==> src/logic/iewc_cfg.svh <==
// constants for the interrupt entry, wake and context unit
`ifndef IEWC_CFG_SVH
`define IEWC_CFG_SVH
`define IEWC_VECTOR        15'h0004
`define IEWC_SHADOW_BANK   5'h1F
`define IEWC_SH_ACC        3'h4
`define IEWC_SH_STATUS     3'h5
`define IEWC_SH_BANK       3'h6
`define IEWC_SH_PC_HIGH_LATCH     3'h7
`define IEWC_SH_FSR0L      3'h0
`define IEWC_SH_FSR0H      3'h1
`define IEWC_SH_FSR1L      3'h2
`define IEWC_SH_FSR1H      3'h3
`define IEWC_STAT_WDT_BIT  4
`define IEWC_STAT_PD_BIT   3
`define IEWC_STAT_KEEP     8'hE7
`define IEWC_FLUSH_CYCLES  2'h2
`define IEWC_NUM_SRC       4
`endif

==> src/logic/iewc_pkg.sv <==
// types for the interrupt entry, wake and context unit
package iewc_pkg;
  typedef struct packed {
    logic [7:0] acc;
    logic [7:0] status;
    logic [4:0] bank;
    logic [7:0] pc_high_latch;
    logic [31:0] indirect_pointer_regs;
  } iewc_ctx_t;
  typedef enum logic [2:0] {
    IEWC_RUN, IEWC_FLUSH, IEWC_VEC, IEWC_SLEEP, IEWC_WAKE
  } iewc_state_t;
endpackage

==> src/logic/iewc_shadow_mem.sv <==
// shadow register store: eight bytes, registered read data
`timescale 1ns/10ps
module iewc_shadow_mem (
  // clock and reset
  input  wire logic       sys_clk_i,
  input  wire logic       reset_i,
  // software port
  input  wire logic [2:0] addr_i,
  input  wire logic       wr_i,
  input  wire logic [7:0] wdata_i,
  output logic      [7:0] rdata_o,
  // bulk save
  input  wire logic       save_i,
  input  wire logic [63:0] save_data_i,
  output logic      [63:0] all_o
);
  logic [7:0] mem [8];

  genvar g;
  generate
    for (g = 0; g < 8; g++) begin : g_byte
      always_ff @(posedge sys_clk_i) begin
        if (reset_i) begin
          mem[g] <= 8'h00;
        end else if (save_i) begin
          mem[g] <= save_data_i[g*8 +: 8];
        end else if (wr_i && addr_i == 3'(g)) begin
          mem[g] <= wdata_i;
        end
      end
      assign all_o[g*8 +: 8] = mem[g];
    end
  endgenerate

  always_ff @(posedge sys_clk_i) begin
    if (reset_i) begin
      rdata_o <= 8'h00;
    end else begin
      rdata_o <= mem[addr_i];
    end
  end
endmodule

==> src/logic/iewc_top.sv <==
// interrupt entry, sleep wake and automatic context save/restore
//
// The address-and-strobe port and the register addresses were decided locally.
`timescale 1ns/10ps
`include "iewc_cfg.svh"

//////////////////////////////////////////////////////////////////////////////
// Operation
// RULE1: synchronous source reaches vector code three or four cycles after event.
// RULE2: asynchronous source reaches vector code within three to five cycles.
// RULE3: pin flag may set anywhere in the Q4-Q1 span.
// RULE4: only sources running without system clock may wake from sleep.
// RULE5: wake only for sources enabled before sleep was entered.
// RULE6: on wake branch to vector if global enable, else continue.
// RULE7: instruction after sleep always executes before branching to handler.
// RULE8: external pin gives asynchronous edge-triggered request, gated by its enable.
// RULE9: edge select one picks rising edge, zero picks falling edge.
// RULE10: valid pin edge sets the pin flag.
// RULE11: pin flag with global and pin enables redirects to vector.
// RULE12: entry pushes the return program counter onto the stack.
// RULE13: entry copies accumulator, status less two bits, bank, pointers, high latch.
// RULE14: return reloads all saved registers from shadows, overriding handler changes.
// RULE15: software writes to shadows become the restored values.
// RULE16: shadows sit in bank 31, readable and writable.
// RULE17: acceptance flushes prefetch, clears global enable, pushes, saves, vectors.
// RULE18: return pops address, restores context, sets global enable.
// RULE19: flags set on events regardless of any enable.
// RULE20: every reset leaves all interrupts disabled.
module iewc_top (
  // clock and reset
  input  wire logic                  sys_clk_i,
  input  wire logic                  reset_i,
  // instruction cycle from the sequencer (q1 phase pulse)
  input  wire logic                  q1_i,
  input  wire logic                  q4_i,
  input  wire logic                  multi_cycle_i,
  input  wire logic                  sleep_instr_i,
  input  wire logic                  ret_instr_i,
  input  wire logic [14:0]           pc_i,
  // external pin and its controls
  input  wire logic                  ext_pin_i,
  input  wire logic                  ext_edge_select_i,
  // peripheral sources
  input  wire logic [`IEWC_NUM_SRC-1:0] src_event_i,
  input  wire logic [`IEWC_NUM_SRC-1:0] src_enable_i,
  input  wire logic [`IEWC_NUM_SRC-1:0] src_async_i,
  input  wire logic [`IEWC_NUM_SRC-1:0] src_flag_clr_i,
  // irq control register port
  input  wire logic                  ctl_wr_i,
  input  wire logic [7:0]            ctl_wdata_i,
  output logic      [7:0]            irq_control_reg_o,
  // live core context
  input  wire iewc_pkg::iewc_ctx_t   ctx_i,
  // banked data port for shadows
  input  wire logic [4:0]            bank_i,
  input  wire logic [2:0]            dat_addr_i,
  input  wire logic                  dat_wr_i,
  input  wire logic                  dat_rd_i,
  input  wire logic [7:0]            dat_wdata_i,
  output logic      [7:0]            dat_rdata_o,
  // core control outputs
  output logic                       flush_o,
  output logic                       push_o,
  output logic      [14:0]           push_pc_o,
  output logic                       pop_o,
  output logic                       vector_load_o,
  output logic      [14:0]           vector_o,
  output logic                       restore_o,
  output iewc_pkg::iewc_ctx_t        restore_ctx_o,
  output logic                       wake_o,
  output logic                       sleeping_o,
  output logic      [`IEWC_NUM_SRC-1:0] src_flag_o
);
  logic                     global_irq_enable;
  logic                     periph_group_enable;
  logic                     ext_pin_irq_enable;
  logic                     ext_pin_irq_flag;
  logic                     pin_s1;
  logic                     pin_s2;
  logic                     pin_s3;
  logic                     edge_seen;
  logic [`IEWC_NUM_SRC-1:0] src_flag;
  logic [`IEWC_NUM_SRC-1:0] en_at_sleep;
  logic                     pending;
  logic                     wake_req;
  logic                     pend_sync;
  logic [1:0]               flush_cnt;
  logic                     dat_sel;
  logic                     dat_rd_q;
  logic [7:0]               sh_rdata;
  logic [63:0]              sh_all;
  logic [63:0]              sh_save;
  logic [7:0]               status_masked;
  iewc_pkg::iewc_state_t    state;

  //////////////////////////////////////////////////////////////////////////////
  // external pin
  // two flops before any logic, third for edge compare
  always_ff @(posedge sys_clk_i) begin
    if (reset_i) begin
      pin_s1 <= 1'b0;
      pin_s2 <= 1'b0;
      pin_s3 <= 1'b0;
    end else begin
      pin_s1 <= ext_pin_i;
      pin_s2 <= pin_s1;
      pin_s3 <= pin_s2;
    end
  end

  // RULE9: edge polarity select
  // RULE8: asynchronous edge detect
  assign edge_seen = ext_edge_select_i ? (pin_s2 & ~pin_s3) : (~pin_s2 & pin_s3);

  //////////////////////////////////////////////////////////////////////////////
  // control register bits
  assign dat_sel = (bank_i == `IEWC_SHADOW_BANK);

  always_ff @(posedge sys_clk_i) begin
    if (reset_i) begin
      // RULE20: reset disables interrupts
      global_irq_enable   <= 1'b0;
      periph_group_enable <= 1'b0;
      ext_pin_irq_enable  <= 1'b0;
    end else begin
      if (ctl_wr_i) begin
        periph_group_enable <= ctl_wdata_i[6];
        ext_pin_irq_enable  <= ctl_wdata_i[4];
      end
      if (state == iewc_pkg::IEWC_FLUSH && flush_cnt == 2'h0) begin
        // RULE17: entry clears global enable
        global_irq_enable <= 1'b0;
      end else if (ret_instr_i && q1_i) begin
        // RULE18: return sets global enable
        global_irq_enable <= 1'b1;
      end else if (ctl_wr_i) begin
        global_irq_enable <= ctl_wdata_i[7];
      end
    end
  end

  // flag: set wins over software clear
  always_ff @(posedge sys_clk_i) begin
    if (reset_i) begin
      ext_pin_irq_flag <= 1'b0;
    end else if (edge_seen) begin
      // RULE10: edge sets flag
      // RULE3: set at any phase, Q4-Q1 included
      // RULE19: set regardless of enables
      ext_pin_irq_flag <= 1'b1;
    end else if (ctl_wr_i) begin
      ext_pin_irq_flag <= ctl_wdata_i[1];
    end
  end

  genvar s;
  generate
    for (s = 0; s < `IEWC_NUM_SRC; s++) begin : g_src
      always_ff @(posedge sys_clk_i) begin
        if (reset_i) begin
          src_flag[s] <= 1'b0;
        end else if (src_event_i[s]) begin
          // RULE19: flag ignores enables
          src_flag[s] <= 1'b1;
        end else if (src_flag_clr_i[s]) begin
          src_flag[s] <= 1'b0;
        end
      end
    end
  endgenerate

  assign src_flag_o = src_flag;
  assign irq_control_reg_o = {global_irq_enable, periph_group_enable, 1'b0,
                              ext_pin_irq_enable, 2'b00, ext_pin_irq_flag, 1'b0};

  //////////////////////////////////////////////////////////////////////////////
  // request combine
  // RULE11: pin flag with its enable
  assign pending = (ext_pin_irq_flag & ext_pin_irq_enable)
                 | (periph_group_enable & |(src_flag & src_enable_i));

  // RULE4: clock-free sources only
  // RULE5: enables captured at sleep entry
  assign wake_req = (ext_pin_irq_flag & ext_pin_irq_enable)
                  | |(src_flag & en_at_sleep & src_async_i);

  always_ff @(posedge sys_clk_i) begin
    if (reset_i) begin
      en_at_sleep <= '0;
    end else if (state == iewc_pkg::IEWC_RUN && sleep_instr_i && q1_i) begin
      en_at_sleep <= src_enable_i;
    end
  end

  // sampled once per instruction cycle at q1; async arrival adds a cycle
  always_ff @(posedge sys_clk_i) begin
    if (reset_i) begin
      pend_sync <= 1'b0;
    end else if (q1_i) begin
      pend_sync <= pending & global_irq_enable;
    end
  end

  //////////////////////////////////////////////////////////////////////////////
  // entry sequencer
  // two nop cycles, then vector, gives 3-4 cycles sync and 3-5 async
  always_ff @(posedge sys_clk_i) begin
    if (reset_i) begin
      state     <= iewc_pkg::IEWC_RUN;
      flush_cnt <= 2'h0;
    end else begin
      unique case (state)
        iewc_pkg::IEWC_RUN: begin
          if (sleep_instr_i && q1_i) begin
            state <= iewc_pkg::IEWC_SLEEP;
          end else if (pend_sync && q1_i && !multi_cycle_i) begin
            // RULE1: sync latency start
            // RULE2: async adds sampling cycle
            state     <= iewc_pkg::IEWC_FLUSH;
            flush_cnt <= 2'h0;
          end
        end
        iewc_pkg::IEWC_FLUSH: begin
          if (q1_i) begin
            if (flush_cnt == `IEWC_FLUSH_CYCLES - 2'h1) begin
              state <= iewc_pkg::IEWC_VEC;
            end
            flush_cnt <= flush_cnt + 2'h1;
          end
        end
        iewc_pkg::IEWC_VEC: begin
          state <= iewc_pkg::IEWC_RUN;
        end
        iewc_pkg::IEWC_SLEEP: begin
          if (wake_req) begin
            state <= iewc_pkg::IEWC_WAKE;
          end
        end
        iewc_pkg::IEWC_WAKE: begin
          // RULE7: next instruction runs first
          // RULE6: vector only with global enable
          if (q4_i) begin
            state <= iewc_pkg::IEWC_RUN;
          end
        end
      endcase
    end
  end

  assign sleeping_o    = (state == iewc_pkg::IEWC_SLEEP);
  assign wake_o        = (state == iewc_pkg::IEWC_SLEEP) && wake_req;
  // RULE17: flush prefetch during nops
  assign flush_o       = (state == iewc_pkg::IEWC_FLUSH);
  // RULE12: push return address
  assign push_o        = (state == iewc_pkg::IEWC_FLUSH) && (flush_cnt == 2'h0) && q1_i;
  assign vector_load_o = (state == iewc_pkg::IEWC_VEC);
  assign vector_o      = `IEWC_VECTOR;
  // RULE18: pop on return
  assign pop_o         = ret_instr_i && q1_i;
  assign restore_o     = pop_o;

  always_ff @(posedge sys_clk_i) begin
    if (reset_i) begin
      push_pc_o <= 15'h0000;
    end else if (state == iewc_pkg::IEWC_RUN && q1_i) begin
      push_pc_o <= pc_i;
    end
  end

  //////////////////////////////////////////////////////////////////////////////
  // context shadows
  // RULE13: status without two flag bits
  assign status_masked = ctx_i.status & `IEWC_STAT_KEEP;
  assign sh_save = {ctx_i.pc_high_latch, 3'b000, ctx_i.bank, status_masked, ctx_i.acc,
                    ctx_i.indirect_pointer_regs};

  // RULE16: bank 31 software access
  iewc_shadow_mem u_shadow (
    .sys_clk_i   (sys_clk_i),
    .reset_i     (reset_i),
    .addr_i      (dat_addr_i),
    .wr_i        (dat_wr_i && dat_sel),
    .wdata_i     (dat_wdata_i),
    .rdata_o     (sh_rdata),
    .save_i      (push_o),
    .save_data_i (sh_save),
    .all_o       (sh_all)
  );

  always_ff @(posedge sys_clk_i) begin
    if (reset_i) begin
      dat_rd_q <= 1'b0;
    end else begin
      dat_rd_q <= dat_rd_i && dat_sel;
    end
  end
  assign dat_rdata_o = dat_rd_q ? sh_rdata : 8'h00;

  // RULE14: restore overrides live values
  // RULE15: shadow writes are what restore
  always_ff @(posedge sys_clk_i) begin
    if (reset_i) begin
      restore_ctx_o <= '0;
    end else begin
      restore_ctx_o.indirect_pointer_regs    <= sh_all[31:0];
      restore_ctx_o.acc    <= sh_all[39:32];
      restore_ctx_o.status <= sh_all[47:40];
      restore_ctx_o.bank   <= sh_all[52:48];
      restore_ctx_o.pc_high_latch <= sh_all[63:56];
    end
  end
endmodule

==> config.mk <==
export PLATFORM = sky130hd
export DESIGN_NAME = iewc_top
export DESIGN_NICKNAME = d
export VERILOG_FILES = /design/src/logic/iewc_pkg.sv /design/src/logic/iewc_shadow_mem.sv /design/src/logic/iewc_top.sv
export VERILOG_INCLUDE_DIRS = /design/src /design/src/logic
export SDC_FILE = /design/constraint.sdc
export NUM_CORES = 1
export LEC_CHECK = 0
export CAP_MARGIN = 25
export CORE_MARGIN = 1.5
export CORE_UTILIZATION = 68
export CTS_CLUSTER_SIZE = 8
export DETAILED_ROUTE_END_ITERATION = 16
export DONT_BUFFER_PORTS = 1
export GPL_TIMING_DRIVEN = 1
export PLACE_DENSITY = 0.91
export SYNTH_ARGS = -nofsm -noshare
export SYNTH_HDL_FRONTEND = slang
export SYNTH_HIERARCHICAL = 1
export SYNTH_SLANG_ARGS = --single-unit
==> constraint.sdc <==
create_clock -name sys_clk_i -period 4.1 [get_ports sys_clk_i]
set_input_delay 0.82 -clock sys_clk_i [delete_from_list [all_inputs] [get_ports sys_clk_i]]
set_output_delay 0.82 -clock sys_clk_i [all_outputs]
set_load 0.05 [all_outputs]
==> results of run 1 <==
## layer usage
layer  GRT usage  routed length (um)  part of all wire
met2       0.496                8110              0.49
met3       0.100                1810              0.11
met1       0.371                6260              0.38
met5           0                   0                 0
met4       0.112                 355             0.021
## registers in the layout, summed over array words and instances (netlist names)
register             flops
u_shadow/mem            64
restore_ctx_o           61
push_pc_o               15
u_shadow/rdata_o         8
en_at_sleep              4
src_flag_o               4
state                    3
flush_cnt                2
dat_rd_q                 1
ext_pin_irq_enable       1
ext_pin_irq_flag         1
global_irq_enable        1
pend_sync                1
periph_group_enable      1
pin_s1                   1
pin_s2                   1
pin_s3                   1
## path summary, 6_finish.rpt
kind | to | slack (ns) | depth (start not counted)
max reg2reg | u_shadow/mem[5][2] | 0.83 | 6
min | restore_ctx_o[16] | 0.37 | 1
max | push_o | 0.68 | 4
min reg2reg | pin_s2 | 0.43 | 1
## synthesized netlist by cell type, drive strengths merged
master	instances
and4b	1
o41a	1
a21oi	28
and4	1
a311oi	2
o31ai	1
dfxtp	106
nor2b	74
nand4	2
nor3	12
and3	4
nor3b	2
nand2	44
edfxtp	64
mux2	8
o211ai	2
o21ba	1
a2111oi	1
nand3	7
nor2	18
or3b	1
or4b	1
clkbuf	17
mux2i	3
o21a	3
and2	10
nand3b	1
a22o	64
or3	8
nand2b	3
nor4b	1
nor4	1
conb	2
a22oi	3
nand4bb	1
o22ai	8
a32oi	1
mux4	8
buf	53
ha	2
a211oi	10
inv	7
## critical path, cell delays in order (launching register included)
cell	delay [ns]
sky130_fd_sc_hd__dfxtp_1	0.39
sky130_fd_sc_hd__nor2_1	0.33
sky130_fd_sc_hd__and2_1	0.58
sky130_fd_sc_hd__and3_1	0.45
sky130_fd_sc_hd__buf_4	0.32
## power groups by stage
stage               Clock (W)  Combinational (W)  Sequential [W]
finish                0.00162           0.000253         0.00210
global placement            0           0.000240         0.00213
detailed placement          0           0.000250         0.00214
floorplan                   0           0.000281         0.00209
CTS                   0.00163           0.000251         0.00210
global route          0.00171           0.000274         0.00211
## layout by cell type, fill, tap and decap left out, types with 4 or more instances in the layout
master / count
sky130_fd_sc_hd__nand2_1: 44
sky130_fd_sc_hd__nor2_1: 15
sky130_fd_sc_hd__nand3_1: 7
sky130_fd_sc_hd__nor3_1: 10
sky130_fd_sc_hd__inv_1: 7
sky130_fd_sc_hd__or3_1: 8
sky130_fd_sc_hd__a21oi_1: 27
sky130_fd_sc_hd__clkbuf_16: 18
sky130_fd_sc_hd__and3_1: 4
sky130_fd_sc_hd__dfxtp_1: 106
sky130_fd_sc_hd__o22ai_1: 8
sky130_fd_sc_hd__mux4_2: 8
sky130_fd_sc_hd__conb_1: 24
sky130_fd_sc_hd__a211oi_1: 10
sky130_fd_sc_hd__mux2_2: 8
sky130_fd_sc_hd__and2_1: 10
sky130_fd_sc_hd__nor2b_1: 73
sky130_fd_sc_hd__edfxtp_1: 64
sky130_fd_sc_hd__a22o_1: 64
## through the flow
| step | util | hold WS (ns) | power (W) |
|---|---|---|---|
| final | 0.752 | 0.367 | 0.00397 |
| after global routing | 0.752 | 0.346 | 0.00409 |
| after CTS | 0.752 | 0.350 | 0.00398 |
| after detailed placement | 0.689 | 0.422 | 0.00238 |
| after global placement | 0.689 | 0.423 | 0.00237 |
| after floorplan | - | 0.414 | 0.00237 |
## final cells by class
cell class                 instances  area, um2
inverter                           7       26.3
multi-input combinational        362       2480
clock inverter                    12        131
clock buffer                      20        478
tap                              133        166
fill                             644       2430
sequential                       170       4040
timing repair buffer               3       22.5
## logic make-up (layout without fill, tap and decap cells)
group	Yosys count	count (layout)	share of synthesized area
other cells	2	24	0.00110
buf+inv	77	42	0.0607
compound gates	125	125	0.140
simple gates	192	192	0.160
flops	170	170	0.591
mux	19	19	0.0439
fa+ha+maj	2	2	0.00365
==> qor.yml, run 1 <==
numCtsBuffers: 17
core-area_um2: 9770
insertedDiodeCount: 0
worst_clock_skew_ns: 0.0124
fp.dieW_um: 103
worst_setup_path_startpoint: "state[1]"
detailedPlace.worstSlack_ns: 0.925
drc: 0
register_area_share_after_synthesis: 0.591
cellLeakagePower_nw: 2.76
slew_violations: 0
critical_path.startpoint_type: "register"
hpwlAfterDp_um: 11800
rsz_0062_raised_after_global_routing: "no"
ir_worst_vdd_mv: 0.335
layout_cell_share_with_drive_strength_beyond_1: 0.110
tritoncts: "done"
first_global_vias: 4101
cts-htree-levels: 4
floorplan.rows: 36
finalCritPeriodShare: 0.833
swShare: 0.265
gp_routability_congestion: 0.884
tritoncts_sinks: 170
biggest_area_consumer_among_synthesized_cells: "sky130_fd_sc_hd__dfxtp_1"
maxCapViolCount: 0
final_critical_path_setup_slack_ns: 0.683
syn-instance-count: 587
port_buffers: 0
vias_per_cell: 6.32
critPathArrivalTime_ns: 2.60
route.final.wire_length_um: 16500
crit-reg2reg-launch: "state[1]"
fmax_ghz: 0.293
grt-ovfl-total: 0
flow.area_growth_from_synthesis_pct: 7.29
dpl_cell_area_um2: 6740
timing_worst_slew_pin_value_ns: 1.01
yosysTopAreaCellShare: 0.310
p_seq_frac: 0.529
element_type_at_the_critical_path_end: "output pin"
p_comb_frac: 0.064
gr-usage-all-layers: 0.301
post_synth_num_cell_types: 49
wire_length_of_the_first_global_routing_pass_um: 22900
number_of_nets_in_the_final_layout: 691
initial_core_util: 0.700
tightest_slew_margin_relative_to_the_limit: 0.330
share_clk_of_total_power: 0.407
netlist_area_um2: 6850
postSynthAreaPerCell_um2: 11.7
critPathRequiredTime_ns: 3.28
cts_root_buf: "sky130_fd_sc_hd__clkbuf_8"
layout.cell_area.non_filler_um2: 7350
dr_total_vias: 4467
p_per_area_nw_per_um2: 541
io_pins: 246
cts-root-to-sink-buffers: 2
ys_top_cells_by_area: "sky130_fd_sc_hd__dfxtp_1, sky130_fd_sc_hd__edfxtp_1, sky130_fd_sc_hd__a22o_1, sky130_fd_sc_hd__nor2b_1, sky130_fd_sc_hd__buf_4"
setup_violations: 0
synth_seq_cells: 170
antenna_found_initial: 0
ctsResizeCount: 0
detail_route.wl_per_cell_um: 23.4
floorplan.die_area_um2: 10700
die_height_um: 103
netSwitchingPower_w: 0.00105
post_cts_hold_buffer_count: 0
place.detailed.instances: 675
drt_iter0_drc: 281
clk_transition_reported_paths_ns: 0.07
fin_tns_setup_ns: 0
grt_start_max_net_pins: 119
synth-warning-count: 6
filler_free_cell_count_of_the_finished_design: 707
clock_latency_ns: 0.52
hp-start: "reset_i"
final_period_minus_worst_setup_slack_ns: 3.42
detailedRoute.firstPassIterationCount: 5
post_cts_buffers: 0
crit_path_max_fanout: 10
detail-route-antenna-nets: 0
critPathKind: "register to output pin"
intPower_w: 0.00292
status: "finished clean"
hold_class: "input pin to register"
final-hold-violation-count: 0
(Power assumes the default switching activity.)
==> run 2, diff against run 1 <==
--- a/config.mk
+++ b/config.mk
@@ -8,12 +8,12 @@
 export LEC_CHECK = 0
 export CAP_MARGIN = 25
 export CORE_MARGIN = 1.5
-export CORE_UTILIZATION = 68
+export CORE_UTILIZATION = 57
 export CTS_CLUSTER_SIZE = 8
 export DETAILED_ROUTE_END_ITERATION = 16
 export DONT_BUFFER_PORTS = 1
 export GPL_TIMING_DRIVEN = 1
-export PLACE_DENSITY = 0.91
+export PLACE_DENSITY = 0.82
 export SYNTH_ARGS = -nofsm -noshare
 export SYNTH_HDL_FRONTEND = slang
 export SYNTH_HIERARCHICAL = 1
==> constraint.sdc (replaced) <==
create_clock -name sys_clk_i -period 3.11 [get_ports sys_clk_i]
set_input_delay 0.622 -clock sys_clk_i [delete_from_list [all_inputs] [get_ports sys_clk_i]]
set_output_delay 0.622 -clock sys_clk_i [all_outputs]
set_load 0.05 [all_outputs]
==> run 2 against run 1 <==
Against the previous run:
- sequential cell count is the same
- core utilization shrank 11 points
- critical path depth grew 2
- first-iteration DRC count grew 30%
- die area grew 19%
- cell count grew 2.8%
- critical endpoint is now u_shadow/mem[7][7]
- worst setup slack lost 0.37 ns
- largest cell class unchanged
==> qor.yml, run 2 (same netlist as run 1, synthesis figures left out) <==
detail-route-antenna-nets: 0  # unchanged
element_type_at_the_critical_path_end: "register"  # was output pin
timing_worst_slew_pin_value_ns: 0.658  # was 1.01 ns
p_comb_frac: 0.069  # was 0.064
final-seq-area_um2: 4040  # unchanged
detail_route.wl_per_cell_um: 22.5  # was 23.4 um
antenna_found_initial: 0  # unchanged
io_pins: 246  # unchanged
hold-path-cell-count: 1  # unchanged
tritoncts: "done"  # unchanged
setup_violations: 0  # unchanged
fillerInstances: 875  # was 644
intPower_w: 0.00388  # was 0.00292 W
grt_start_max_net_pins: 119  # unchanged
ctsResizeCount: 0  # unchanged
critPathArrivalTime_ns: 2.88  # was 2.60 ns
crit_path_max_fanout: 12  # was 10
drc: 0  # unchanged
finalCritPeriodShare: 0.899
tightest_slew_margin_relative_to_the_limit: 0.561  # was 0.330
rsz_0062_raised_after_global_routing: "no"  # unchanged
cellLeakagePower_nw: 2.81  # was 2.76 nW
swShare: 0.252  # was 0.265
status: "finished clean"  # unchanged
ff2ff_path_depth: 6  # unchanged
detailedRoute.firstPassIterationCount: 5  # unchanged
core-area_um2: 11600  # was 9770 um2
gp_routability_congestion: 0.822  # was 0.884
setup.reg_to_reg.worst_slack_ns: 0.31  # was 0.83 ns
flow.area_growth_from_synthesis_pct: 8.42  # was 7.29%
final.hold.worst_slack_ns: 0.267  # was 0.367 ns
first_global_vias: 4209  # was 4,101
flip_flop_count_of_the_largest_register_all_copies_and_words_added: 64  # unchanged
worst_clock_skew_ns: 0.00682  # was 0.0124 ns
p_per_area_nw_per_um2: 699  # was 541 nW/um2
fp.dieW_um: 113  # was 103 um
hpwlAfterDp_um: 12000  # was 11,800 um
top_regs: "u_shadow/mem (64), restore_ctx_o (61), push_pc_o (15)"  # unchanged
route.final.wire_length_um: 16300  # was 16,500 um
gr-usage-all-layers: 0.253  # was 0.301
port_buffers: 0  # unchanged
hp-start: "reset_i"  # unchanged
fmax_ghz: 0.358
critPathKind: "register to register"  # was register to output pin
post_cts_hold_buffer_count: 0  # unchanged
numCtsBuffers: 17  # unchanged
dr_total_vias: 4448  # was 4,467
layout.cells.most_common: "sky130_fd_sc_hd__dfxtp_1"  # unchanged
maxCapViolCount: 0  # unchanged
share_clk_of_total_power: 0.401  # was 0.407
critical_path.startpoint_type: "register"  # unchanged
floorplan.die_area_um2: 12700  # was 10,700 um2
final_period_minus_worst_setup_slack_ns: 2.80
post_cts_buffers: 0  # unchanged
cts-htree-levels: 4  # unchanged
slew_violations: 0  # unchanged
final-hold-violation-count: 0  # unchanged
crit-reg2reg-launch: "state[1]"  # unchanged
grt-ovfl-total: 0  # unchanged
most-common-layout-cells: "sky130_fd_sc_hd__dfxtp_1, sky130_fd_sc_hd__nor2b_1, sky130_fd_sc_hd__a22o_1, sky130_fd_sc_hd__edfxtp_1, sky130_fd_sc_hd__nand2_1"  # unchanged
critPathRequiredTime_ns: 3.19  # was 3.28 ns
number_of_nets_in_the_final_layout: 702  # was 691
ir_worst_vdd_mv: 0.414  # was 0.335 mV
vias_per_cell: 6.12  # was 6.32
reg2reg_to: "u_shadow/mem[7][7]"  # was u_shadow/mem[5][2]
floorplan.rows: 39  # was 36
netSwitchingPower_w: 0.00131  # was 0.00105 W
max_flop_register: "u_shadow/mem"  # unchanged
multi_input_area_um2: 2480  # about the same
worst_hold_path.endpoint: "restore_ctx_o[5]"  # was restore_ctx_o[16]
cts-root-to-sink-buffers: 2  # unchanged
layout.core_utilization: 0.642  # was 0.752
tritoncts_sinks: 170  # unchanged
hold_class: "input pin to register"  # unchanged
clock_latency_ns: 0.42  # was 0.52 ns
cts_root_buf: "sky130_fd_sc_hd__clkbuf_16"  # was sky130_fd_sc_hd__clkbuf_8
p_seq_frac: 0.531  # was 0.529
initial_core_util: 0.592  # was 0.700
die_height_um: 113  # was 103 um
clk_transition_reported_paths_ns: 0.06  # was 0.07 ns
insertedDiodeCount: 0  # unchanged
fin_tns_setup_ns: 0  # unchanged
wire_length_of_the_first_global_routing_pass_um: 23600  # was 22,900 um
drt_iter0_drc: 366  # was 281
layout_cell_share_with_drive_strength_beyond_1: 0.120  # was 0.110
## run 2: cell count changes in the layout (fill, tap and decap cells not counted), sizes merged
| cell | previous run | this run |
|---|---|---|
| clkbuf | 20 | 25 |
| inv | 12 | 8 |
| clkinv | 4 | 2 |
| buf | 3 | 14 |
## run 2: power groups by stage
stage / Clock, W / Sequential (W) / Combinational [W]
after global placement: 0 / 0.00279 / 0.000346
final: 0.00208 / 0.00275 / 0.000357
after global routing: 0.00219 / 0.00276 / 0.000381
after CTS: 0.00211 / 0.00275 / 0.000357
after detailed placement: 0 / 0.00280 / 0.000355
after floorplan: 0 / 0.00275 / 0.000371
## run 2: final cells by class
cell class / count / area share
inverter: 7 / 0.00354
timing repair buffer: 14 / 0.0142
multi-input combinational: 362 / 0.334
tap: 143 / 0.0241
sequential: 170 / 0.545
clock buffer: 25 / 0.0683
clock inverter: 6 / 0.0113
## run 2: metrics by stage
step	std cells	power [W]	setup slack, ns	area [um2]
after global placement	696	0.00314	0.501	6830
after CTS	727	0.00522	0.351	7420
final	727	0.00519	0.314	7420
after floorplan	609	0.00312	0.0989	6930
after global routing	727	0.00534	0.177	7420
after detailed placement	696	0.00315	0.369	6830
## run 2: worst max-delay path by stage
stage | to | depth (start not counted) | startpoint | slack [ns]
after global routing | u_shadow/mem[7][7] | 6 | state[1] | 0.18
after CTS | u_shadow/mem[7][3] | 6 | state[1] | 0.35
final | u_shadow/mem[7][7] | 6 | state[1] | 0.31
after floorplan | u_shadow/mem[6][0] | 9 | state[1] | 0.1
after detailed placement | u_shadow/mem[7][1] | 6 | state[1] | 0.37
after global placement | u_shadow/mem[1][2] | 6 | state[1] | 0.50
## run 2: worst max-delay path: stages, from the launching register on
cell and delay [ns]:
sky130_fd_sc_hd__dfxtp_1 0.50, sky130_fd_sc_hd__nor2_1 0.16, sky130_fd_sc_hd__and2_1 0.20, sky130_fd_sc_hd__and3_2 0.32, sky130_fd_sc_hd__nand4bb_1 0.33, sky130_fd_sc_hd__nor2_1 0.54
sky130_fd_sc_hd__or3_1 0.40
## run 2: metal layers
metal	vias to the layer above	wire, um	GRT usage
met1	2090	6510	0.314
met4	0	387	0.108
met5	-	0	0
met2	296	7800	0.413
met3	30	1650	0.0783
li1	2032	-	-
==> run 3, diff against run 2 <==
==> constraint.sdc (replaced) <==
create_clock -name sys_clk_i -period 2.4 [get_ports sys_clk_i]
set_input_delay 0.48 -clock sys_clk_i [delete_from_list [all_inputs] [get_ports sys_clk_i]]
set_output_delay 0.48 -clock sys_clk_i [all_outputs]
set_load 0.05 [all_outputs]
==> run 3 against run 2 <==
Against the previous run:
- non-clock buffer count increased by 9
- register-to-register slack got worse by 0.20 ns
- power grew 30%
- sequential cell count is the same
- worst setup slack worse by 0.20 ns
- maximum frequency grew 22%
- global-route usage up 1.1 points
- via count grew 1.0%
- clock skew shrank 0.0013 ns
- combinational power up 41%
- highest routed layer unchanged
==> qor.yml, run 3 (same netlist as run 1, synthesis figures left out) <==
gp_routability_congestion: 0.834  # was 0.822
port_buffers: 0  # unchanged
final.hold.worst_slack_ns: 0.135  # was 0.267 ns
fp.dieW_um: 113  # unchanged
io_pins: 246  # unchanged
number_of_nets_in_the_final_layout: 711  # was 702
post_cts_buffers: 0  # unchanged
finalCritPeriodShare: 0.954  # was 0.899
grt_start_max_net_pins: 119  # unchanged
maxCapViolCount: 0  # unchanged
gr-usage-all-layers: 0.264  # was 0.253
antenna_found_initial: 2  # was 0
numCtsBuffers: 17  # unchanged
cts-htree-levels: 4  # unchanged
final_critical_path_setup_slack_ns: 0.111  # was 0.314 ns
rsz_0062_raised_after_global_routing: "no"  # unchanged
design_power_total_w: 0.00674  # was 0.00519 W
worst_clock_skew_ns: 0.00556  # was 0.00682 ns
max_flop_register: "u_shadow/mem"  # unchanged
worst_path_max_delay_cell: "sky130_fd_sc_hd__or4b_4"  # was sky130_fd_sc_hd__nor2_1
critPathArrivalTime_ns: 2.37  # was 2.88 ns
detail-route-antenna-nets: 0  # unchanged
fmax_ghz: 0.437  # was 0.358 GHz
critical-path-max-stage-delay_ns: 0.58  # was 0.54 ns
critPathRequiredTime_ns: 2.48  # was 3.19 ns
flip_flop_count_of_the_largest_register_all_copies_and_words_added: 64  # unchanged
drc: 0  # unchanged
critPathKind: "register to register"  # unchanged
layout.cells.most_common: "sky130_fd_sc_hd__dfxtp_1"  # unchanged
tritoncts_sinks: 170  # unchanged
tritoncts: "done"  # unchanged
filler_free_cell_count_of_the_finished_design: 739  # was 727
drt_iter0_drc: 507  # was 366
timing_worst_slew_pin_value_ns: 0.562  # was 0.658 ns
tightest_slew_margin_relative_to_the_limit: 0.625  # was 0.561
die_height_um: 113  # unchanged
detailedPlace.worstSlack_ns: 0.0827  # was 0.369 ns
top_regs: "u_shadow/mem (64), restore_ctx_o (61), push_pc_o (15)"  # unchanged
layout_cell_share_with_drive_strength_beyond_1: 0.157  # was 0.120
cts-root-to-sink-buffers: 2  # unchanged
most-common-layout-cells: "sky130_fd_sc_hd__dfxtp_1, sky130_fd_sc_hd__nor2b_1, sky130_fd_sc_hd__a22o_1, sky130_fd_sc_hd__edfxtp_1, sky130_fd_sc_hd__nand2_1"  # unchanged
wire_length_of_the_first_global_routing_pass_um: 24800  # was 23,600 um
first_global_vias: 4442  # was 4,209
route.final.wire_length_um: 16900  # was 16,300 um
grt-ovfl-total: 0  # unchanged
crit_path_max_fanout: 8  # was 12
status: "finished clean"  # unchanged
fillerInstances: 841  # was 875
cellLeakagePower_nw: 2.86  # was 2.81 nW
setup_violations: 0  # unchanged
initial_core_util: 0.592  # unchanged
detailedRoute.firstPassIterationCount: 5  # unchanged
crit_buf_inv: 0  # unchanged
core-area_um2: 11600  # unchanged
clock_latency_ns: 0.41  # was 0.42 ns
path_cells: "nor2_2 > and2_4 > and3_4 > or4b_4 > nor2_4 > or3_1"  # was nor2_1 > and2_1 > and3_2 > nand4bb_1 > nor2_1 > or3_1
slew_violations: 0  # unchanged
floorplan.rows: 39  # unchanged
fin_tns_setup_ns: 0  # unchanged
floorplan.die_area_um2: 12700  # unchanged
cpLargestDelayFamily: "simple AND/OR/NAND/NOR gates"  # unchanged
clk_transition_reported_paths_ns: 0.06  # about the same
critical_path.startpoint_type: "register"  # unchanged
element_type_at_the_critical_path_end: "register"  # unchanged
hold_class: "input pin to register"  # unchanged
final_period_minus_worst_setup_slack_ns: 2.29  # was 2.80 ns
vias_per_cell: 6.08  # was 6.12
flow.area_growth_from_synthesis_pct: 10.3  # was 8.42%
place.detailed.instances: 705  # was 696
ir_worst_vdd_mv: 0.483  # was 0.414 mV
p_per_area_nw_per_um2: 893  # was 699 nW/um2
cts_root_buf: "sky130_fd_sc_hd__clkbuf_16"  # unchanged
detail_route.wl_per_cell_um: 22.9  # was 22.5 um
final-hold-violation-count: 0  # unchanged
hpwlAfterDp_um: 12400  # was 12,000 um
dr_total_vias: 4494  # was 4,448
-- run 3: per-stage QoR --
| stage | utilization | area, um2 |
|---|---|---|
| after floorplan | - | 6980 |
| after global placement | 0.600 | 6940 |
| after detailed placement | 0.600 | 6940 |
| after CTS | 0.652 | 7540 |
| after global routing | 0.653 | 7550 |
| final | 0.653 | 7550 |
-- run 3: layout make-up --
| cell class | instances | area (um2) | area share |
|---|---|---|---|
| Inverter | 7 | 26.3 | 0.00348 |
| Clock buffer | 23 | 520 | 0.0690 |
| Tap cell | 143 | 179 | 0.0237 |
| Clock inverter | 9 | 81.3 | 0.0108 |
| Antenna cell | 2 | 5.00 | 0.000663 |
| Multi-Input combinational cell | 362 | 2520 | 0.334 |
| Sequential cell | 170 | 4040 | 0.536 |
| Timing Repair Buffer | 23 | 173 | 0.0229 |
-- run 3: path summary, 6_finish.rpt --
path | startpoint | slack, ns | cells past startpoint | to
worst max register to register | state[2] | 0.11 | 6 | u_shadow/mem[5][5]
worst max-delay path | state[2] | 0.11 | 6 | u_shadow/mem[5][5]
worst min-delay path | reset_i | 0.14 | 1 | restore_ctx_o[2]
worst min register to register | pin_s1 | 0.43 | 1 | pin_s2
-- run 3: per-layer routing --
metal,wire [um],GRT usage,vias up
li1,-,-,2053
met1,6270,0.304,2114
met2,8150,0.428,294
met3,1940,0.0950,33
met4,573,0.151,0
met5,0,0,-
-- run 3: what timing repair did --
item	in CTS	in global routing
hold buffers	0	0
endpoints found under the hold margin	0	0
resized for setup	0	2
setup endpoints to repair	0	16
-- run 3: where the power goes --
group | total (W) | internal, W | switching, W
sequential | 0.00355 | 0.00318 | 0.000365
combinational | 0.000505 | 0.000193 | 0.000312
clock | 0.00269 | 0.00163 | 0.00105
